[src/rtl/aeil_pkg.sv]
// Package with register map, field positions and reset values of the error interrupt block.
package aeil_pkg;
    localparam int unsigned AEIL_AW = 8;
    localparam int unsigned AEIL_DW = 32;
    localparam logic [7:0] AEIL_OFF_SUMMARY = 8'h00;
    localparam logic [7:0] AEIL_OFF_MASK = 8'h04;
    localparam logic [7:0] AEIL_OFF_BUSERR = 8'h08;
    localparam logic [7:0] AEIL_OFF_RETVEC = 8'h0C;
    localparam logic [7:0] AEIL_OFF_IVDEST = 8'h10;
    localparam int unsigned AEIL_B_PAGE_FRAME = 11;
    localparam int unsigned AEIL_B_ECC = 9;
    localparam int unsigned AEIL_B_IOADDR = 8;
    localparam int unsigned AEIL_B_INTERNAL = 7;
    localparam int unsigned AEIL_B_IOWFAIL = 6;
    localparam int unsigned AEIL_B_PWRLOW = 5;
    localparam int unsigned AEIL_B_A_DATA = 4;
    localparam int unsigned AEIL_B_A_CA = 3;
    localparam int unsigned AEIL_B_B_DATA = 2;
    localparam int unsigned AEIL_B_B_CA = 1;
    localparam int unsigned AEIL_B_IO_RD = 0;
    localparam int unsigned AEIL_B_IV_EN = 31;
    localparam int unsigned AEIL_B_TIMEOUT = 13;
    localparam logic [31:0] AEIL_SUMMARY_RST = 32'h0000_0000;
    localparam logic [31:0] AEIL_SUMMARY_MASK = 32'h0000_0BFF;
    localparam logic [31:0] AEIL_MASK_RST = 32'h0000_0000;
    localparam logic [31:0] AEIL_MASK_ERR_BITS = 32'h0000_000B;
    localparam logic [31:0] AEIL_BUSERR_RST = 32'h0000_0000;
    localparam logic [31:0] AEIL_BUSERR_MASK = 32'h0000_2000;
    localparam logic [31:0] AEIL_RETVEC_RST = 32'h0000_0000;
    localparam logic [31:0] AEIL_IVDEST_RST = 32'h0000_0000;
    localparam logic [3:0] AEIL_WRT_ERR_TYPE = 4'h1;
endpackage

[src/rtl/aeil_top.sv]
// Error summary, interrupt mask and interrupt issue logic of the adapter.
//
// Local design decisions: the strobed register port and the register addresses.
`timescale 1ns/10ps
`default_nettype none
// Summary of operation
// - Buffer A data parity error sets its bit; implied vector issued if enabled.
// - Buffer A command parity error: implied vector only on write or interrupt.
// - Buffer B data parity error sets its bit; implied vector issued if enabled.
// - Buffer B command parity error: implied vector only on DMA write.
// - Error interrupt while buffer B command bit and mask bit 1 both set.
// - I/O read data parity error on read or identify sets its status bit.
// - Parity error on I/O read answers the commander with read error response.
// - Parity error on identify returns the return vector register as vector.
// - I/O read parity bit setting with mask bit 0 issues an interrupt.
// - Error interrupts come only from set error bits 0, 1 and 3 whose mask bit is set.
// - Implied vectors need mask bit 31 and a configured destination.
// - Page frame, ECC and bus address errors give implied vector on write only.
// - Internal, write failure, power low and data parity give implied vector.
// - Transaction timeout gives implied vector only on a DMA write.
module aeil_top
    import aeil_pkg::*;
(
    input wire logic clk_sys,
    input wire logic rst_b,
    input wire logic [AEIL_AW-1:0] reg_addr,
    input wire logic [AEIL_DW-1:0] reg_wdata,
    input wire logic reg_wr,
    input wire logic reg_rd,
    output logic [AEIL_DW-1:0] reg_rdata,
    input wire logic dma_is_write,
    input wire logic dma_is_intr,
    input wire logic buf_a_data_parity_err,
    input wire logic buf_a_cmdaddr_parity_err,
    input wire logic buf_b_data_parity_err,
    input wire logic buf_b_cmdaddr_parity_err,
    input wire logic io_read_parity_err,
    input wire logic io_is_ident,
    input wire logic page_frame_number_err,
    input wire logic dma_ecc_err,
    input wire logic io_addr_err,
    input wire logic internal_err,
    input wire logic io_write_fail,
    input wire logic power_low,
    input wire logic txn_timeout,
    output logic implied_vector_interrupt,
    output logic [3:0] write_error_intr_type,
    output logic err_intr_req,
    output logic read_error_response,
    output logic ident_vector_valid,
    output logic [AEIL_DW-1:0] ident_vector,
    output logic irq
);

    ////////////////////////////////////////////////////////////////////////
    // Register bus decode.

    logic [31:0] summary_r;
    logic [31:0] summary_nxt;
    logic [31:0] mask_r;
    logic [31:0] mask_nxt;
    logic [31:0] buserr_r;
    logic [31:0] buserr_nxt;
    logic [31:0] retvec_r;
    logic [31:0] ivdest_r;
    logic [31:0] ev_set;
    logic [31:0] be_set;
    logic wr_summary;
    logic wr_buserr;
    logic iv_cause;
    logic iv_allowed;

    assign wr_summary = reg_wr && (reg_addr == AEIL_OFF_SUMMARY);
    assign wr_buserr = reg_wr && (reg_addr == AEIL_OFF_BUSERR);

    // The level looks at the mask as it will stand, so a mask write shows
    // on the interrupt line in the same cycle as the new mask value.
    assign mask_nxt = (reg_wr && (reg_addr == AEIL_OFF_MASK)) ? reg_wdata
                                                              : mask_r;

    always_ff @(posedge clk_sys) begin
        if (!rst_b) begin
            mask_r <= AEIL_MASK_RST;
            retvec_r <= AEIL_RETVEC_RST;
            ivdest_r <= AEIL_IVDEST_RST;
        end else if (reg_wr) begin
            case (reg_addr)
                AEIL_OFF_MASK: begin
                    mask_r <= reg_wdata;
                end
                AEIL_OFF_RETVEC: begin
                    retvec_r <= reg_wdata;
                end
                AEIL_OFF_IVDEST: begin
                    ivdest_r <= reg_wdata;
                end
                default: begin
                end
            endcase
        end
    end

    // Unmapped reads return zero so software probing the space sees no junk.
    always_ff @(posedge clk_sys) begin
        if (!rst_b) begin
            reg_rdata <= '0;
        end else if (reg_rd) begin
            case (reg_addr)
                AEIL_OFF_SUMMARY: reg_rdata <= summary_r;
                AEIL_OFF_MASK: reg_rdata <= mask_r;
                AEIL_OFF_BUSERR: reg_rdata <= buserr_r;
                AEIL_OFF_RETVEC: reg_rdata <= retvec_r;
                AEIL_OFF_IVDEST: reg_rdata <= ivdest_r;
                default: reg_rdata <= '0;
            endcase
        end else begin
            reg_rdata <= '0;
        end
    end

    ////////////////////////////////////////////////////////////////////////
    // Sticky error status.

    always_comb begin
        ev_set = '0;
        ev_set[AEIL_B_PAGE_FRAME] = page_frame_number_err;
        ev_set[AEIL_B_ECC] = dma_ecc_err;
        ev_set[AEIL_B_IOADDR] = io_addr_err;
        ev_set[AEIL_B_INTERNAL] = internal_err;
        ev_set[AEIL_B_IOWFAIL] = io_write_fail;
        ev_set[AEIL_B_PWRLOW] = power_low;
        ev_set[AEIL_B_A_DATA] = buf_a_data_parity_err;
        ev_set[AEIL_B_A_CA] = buf_a_cmdaddr_parity_err;
        ev_set[AEIL_B_B_DATA] = buf_b_data_parity_err;
        ev_set[AEIL_B_B_CA] = buf_b_cmdaddr_parity_err;
        ev_set[AEIL_B_IO_RD] = io_read_parity_err;
        be_set = '0;
        be_set[AEIL_B_TIMEOUT] = txn_timeout;
    end

    // A new event in the same cycle as a clearing write keeps its bit set.
    always_comb begin
        summary_nxt = summary_r;
        if (wr_summary) begin
            summary_nxt = summary_r & ~reg_wdata;
        end
        summary_nxt = (summary_nxt | ev_set) & AEIL_SUMMARY_MASK;
        buserr_nxt = buserr_r;
        if (wr_buserr) begin
            buserr_nxt = buserr_r & ~reg_wdata;
        end
        buserr_nxt = (buserr_nxt | be_set) & AEIL_BUSERR_MASK;
    end

    always_ff @(posedge clk_sys) begin
        if (!rst_b) begin
            summary_r <= AEIL_SUMMARY_RST;
            buserr_r <= AEIL_BUSERR_RST;
        end else begin
            summary_r <= summary_nxt;
            buserr_r <= buserr_nxt;
        end
    end

    ////////////////////////////////////////////////////////////////////////
    // Implied vector interrupts.

    always_comb begin
        iv_cause = 1'b0;
        if (dma_is_write) begin
            iv_cause = page_frame_number_err | dma_ecc_err
                       | io_addr_err;
            iv_cause = iv_cause | buf_b_cmdaddr_parity_err;
            iv_cause = iv_cause | txn_timeout;
        end
        if (dma_is_write || dma_is_intr) begin
            iv_cause = iv_cause | buf_a_cmdaddr_parity_err;
        end
        iv_cause = iv_cause | internal_err | io_write_fail | power_low;
        iv_cause = iv_cause | buf_a_data_parity_err;
        iv_cause = iv_cause | buf_b_data_parity_err;
    end

    // Mask bit 31 is left to software; with it clear these failures go unseen.
    assign iv_allowed = mask_r[AEIL_B_IV_EN] && (ivdest_r != '0);

    always_ff @(posedge clk_sys) begin
        if (!rst_b) begin
            implied_vector_interrupt <= 1'b0;
            write_error_intr_type <= '0;
        end else begin
            implied_vector_interrupt <= iv_cause && iv_allowed;
            if (iv_cause && iv_allowed) begin
                write_error_intr_type <= AEIL_WRT_ERR_TYPE;
            end
        end
    end

    ////////////////////////////////////////////////////////////////////////
    // Error interrupts, masked.

    always_ff @(posedge clk_sys) begin
        if (!rst_b) begin
            err_intr_req <= 1'b0;
            irq <= 1'b0;
        end else begin
            // A transaction goes out when bit 0, 1 or 3 newly sets while its mask bit is set.
            err_intr_req <= |(ev_set & ~summary_r & mask_r
                              & AEIL_MASK_ERR_BITS);
            // The level follows stored status so it clears with the status.
            irq <= |(summary_nxt & mask_nxt & AEIL_MASK_ERR_BITS);
        end
    end

    ////////////////////////////////////////////////////////////////////////
    // I/O read and identify answers on a read data parity error.

    always_ff @(posedge clk_sys) begin
        if (!rst_b) begin
            read_error_response <= 1'b0;
            ident_vector_valid <= 1'b0;
            ident_vector <= '0;
        end else begin
            read_error_response <= io_read_parity_err && !io_is_ident;
            ident_vector_valid <= io_read_parity_err && io_is_ident;
            if (io_read_parity_err && io_is_ident) begin
                ident_vector <= retvec_r;
            end
        end
    end

endmodule // aeil_top
`default_nettype wire

[config.mk]
export PLATFORM = sky130hd
export DESIGN_NAME = aeil_top
export DESIGN_NICKNAME = d
export VERILOG_FILES = /design/src/rtl/aeil_pkg.sv /design/src/rtl/aeil_top.sv
export SDC_FILE = /design/constraint.sdc
export NUM_CORES = 1
export LEC_CHECK = 0
export ABC_CLOCK_PERIOD_IN_PS = 5700
export BUFFER_PORTS_ARGS = -buffer_cell sky130_fd_sc_hd__clkbuf_2
export CORE_ASPECT_RATIO = 0.7
export CORE_MARGIN = 2
export CORE_UTILIZATION = 39
export CTS_CLUSTER_SIZE = 40
export DETAILED_ROUTE_END_ITERATION = 16
export HOLD_SLACK_MARGIN = 0.03
export SYNTH_ARGS = -nofsm -noshare
export SYNTH_HDL_FRONTEND = slang
export SYNTH_SLANG_ARGS = --single-unit
[constraint.sdc]
create_clock -name clk_sys -period 5.7 [get_ports clk_sys]
set_input_delay 1.14 -clock clk_sys [delete_from_list [all_inputs] [get_ports clk_sys]]
set_output_delay 1.14 -clock clk_sys [all_outputs]
set_load 0.01 [all_outputs]
==> out/qor.csv <==
stage,metric,value,unit
timing,hold_viol_final,0,
worst_hold_path,hp-class,flop to flop,
final_layout,seq_area,3560,sq um
clocking,numCtsBuffers,17,
place,gp_congestion,0.868,
logic_synthesis,yosys_warnings,0,
timing,clock_skew,0.00686,ns
logic_synthesis,synth_compound_area_share,18.9,%
logic_synthesis,syn_area,6720,sq um
final_layout,multiInputGateArea,2910,sq um
die,start_util,39.5,%
logic_synthesis,async_flop_share,0,%
clocking,clock_tree.root_cell,clkbuf_16,
timing,setup_tns,0,ns
die,core-area,17000,sq um
timing,hold_ws,0.447,ns
routing,met2WireLength,7.55,mm
clocking,ctsHoldBuffers,0,
logic_synthesis,synth_simple_gate_area_share,18.3,%
logic_synthesis,ys_ff_latch,178,
timing,max_slew.worst_pin.slew,0.967,ns
routing,wl_met3,1.55,mm
power_and_ir_drop,max-vdd-ir-drop,171,uV
logic_synthesis,synth_top_area_cell,dfxtp_1,
logic_synthesis,synth_top_family_by_area,compound AO/OA/AOI/OAI gates,
global_route,grt_pass1_vias,5159,
routing,wl_met1,9.95,mm
worst_setup_path,worstPathArrival,3.32,ns
final_layout,area_growth_syn_to_layout,20.9,%
routing,wire_per_inst,17.1,microns
clocking,cts_buffer_depth,2,
routing,drcViolationCount,0,
timing,drv_slew,0,
job,drv_cap,0,
routing,firstDrtPassIters,5,
global_route,grt.total_usage,21.3,%
worst_setup_path,critPathLaunchType,primary input,
clocking,clk_latency,0.43,ns
logic_synthesis,ys_seq_area_share,53.0,%
logic_synthesis,muxShareOfSynthArea,5.31,%
clocking,cts.sink_count,178,
place,hpwl,13.1,mm
timing,max_freq,330,MHz
timing,layout_worst_path_cycle_share,53.1,%
global_route,grt_max_degree,60,
final_layout,fillers,1688,
logic_synthesis,synth_top_area_share,53.0,%
worst_setup_path,criticalPathCategory,primary input to flop,
global_route,grt_antenna_before_repair,1,
die,fp-row-count,40,
logic_synthesis,synth-main-ff-cell,dfxtp_1,
worst_setup_path,worstSetupEndpointType,flop,
final_layout,layout.nets,947,
routing,antenna_left,0,
power_and_ir_drop,p_leak,2.93,nW
routing,routed_wl,19.3,mm
final_layout,antenna_cells,0,
logic_synthesis,synth-adder-area-share,0,%
timing,slew_headroom,35.0,%
logic_synthesis,netlist_instances,788,
power_and_ir_drop,power.density,304,nW/um^2
worst_setup_path,crit_path_max_fanout,23,
global_route,grt_overflow,0,
timing,rsz0062_at_grt,false,
die,top_level_ports,132,
logic_synthesis,yosys.cell_count.top_type,nand2_1,
clocking,postCtsResizedCells,0,
logic_synthesis,synthDistinctLibCells,35,
die,die_w,161,microns
clocking,clk_pin_slew_worst_paths,0.06,ns
logic_synthesis,synth_edf_count,0,
place,numPortBuffers,128,
logic_synthesis,synth.top_cells.by_count,"nand2_1 (201), dfxtp_1 (178), a21oi_1 (110)",
final_layout,drive_gt1_share,20.4,%
timing,setup_violations,0,
outcome,outcome,finished clean,
routing,via_per_inst,5.17,
clocking,cts_max_level,4,
logic_synthesis,postSynthAreaPerCell,8.52,sq um
clocking,post_cts_buffers,0,
global_route,grt_pass1_wl,30.2,mm
routing,vias,5858,
die,fp.dieArea,18300,sq um
die,die_h,114,microns
clocking,cts_tree,done,
routing,drt_iter0_markers,552,
logic_synthesis,synth.area.top_cells,"dfxtp_1 (53%), nand2_1 (11%), a21oi_1 (8.2%)",
final_layout,fin_util,47.7,%
routing,highest_layer,met5,
worst_setup_path,crit_required,5.99,ns
logic_synthesis,synth_xor_area_share,0,%
timing,period_needed,3.03,ns
## layout by cell type, fill, tap and decap left out, drive strengths merged, types with 9 or more instances in the layout
cell and instances:
a21oi 110, a22o 32, a22oi 31, buf 16
clkbuf 149, dfxtp 178, inv 9, mux2i 33
nand2 201, nor2 59, nor4 12, o21a 9
## worst paths after layout
check / from / endpoint / slack, ns / cells past startpoint
max: reg_addr[5] / ivdest_r[9] / 2.67 / 6
min: write_error_intr_type[0] / write_error_intr_type[0] / 0.45 / 2
max reg2reg: ivdest_r[12] / write_error_intr_type[0] / 3.91 / 4
min reg2reg: write_error_intr_type[0] / write_error_intr_type[0] / 0.45 / 2
## flip-flops by register name, summed over array words and instances, names as in the netlist, 11 cells and up
register / cells
summary_r: 11
ivdest_r: 32
mask_r: 32
reg_rdata: 32
ident_vector: 32
retvec_r: 32
## report_power, final
part	total (W)	leakage, nW	switching (W)	internal, W
registers	0.00125	1.44	0.00000384	0.00125
logic	0.000102	1.24	0.0000725	0.0000298
clock network	0.00111	0.252	0.000496	0.000615
## area by class of cell
cell class              count  share of cell area (%)
clock inverters            11                    1.31
clock buffers              21                    5.54
repair buffers            144                    9.52
multi-input cells         539                    35.8
flip-flops and latches    178                    43.9
well taps                 231                    3.56
inverters                   8                   0.385
## critical path: stages
cell      delay (ns)
clkbuf_2        0.07
or3_1           0.62
nor4_4          0.89
buf_12          0.30
mux2i_1         0.22
nor2_1          0.05
## layer usage
metal / global-route usage [%] / up-vias
met5: 0 / -
met4: 5.89 / 2
met3: 5.13 / 27
met2: 27.7 / 225
met1: 34.2 / 2715
li1: - / 2889
## cells by family (layout without fill, tap and decap cells)
logic type             after synthesis  in the layout
AOI/OAI and AO/OA                  202            202
buffers and inverters               73            184
DFF                                178            178
muxes                               35             35
other                                1              3
and+or+nand+nor                    299            299
## stage by stage
| step | total power (W) | cells | area (sq um) | worst slack, ns |
|---|---|---|---|---|
| global placement | 0.00139 | 1100 | 7570 | 2.29 |
| global route | 0.00256 | 1132 | 8120 | 2.52 |
| finish | 0.00247 | 1132 | 8120 | 2.67 |
| floorplan | 0.00133 | 790 | 6730 | 2.71 |
| detailed placement | 0.00139 | 1100 | 7570 | 2.23 |
| CTS | 0.00249 | 1132 | 8120 | 2.69 |
Power figures use the tool's default switching activity.
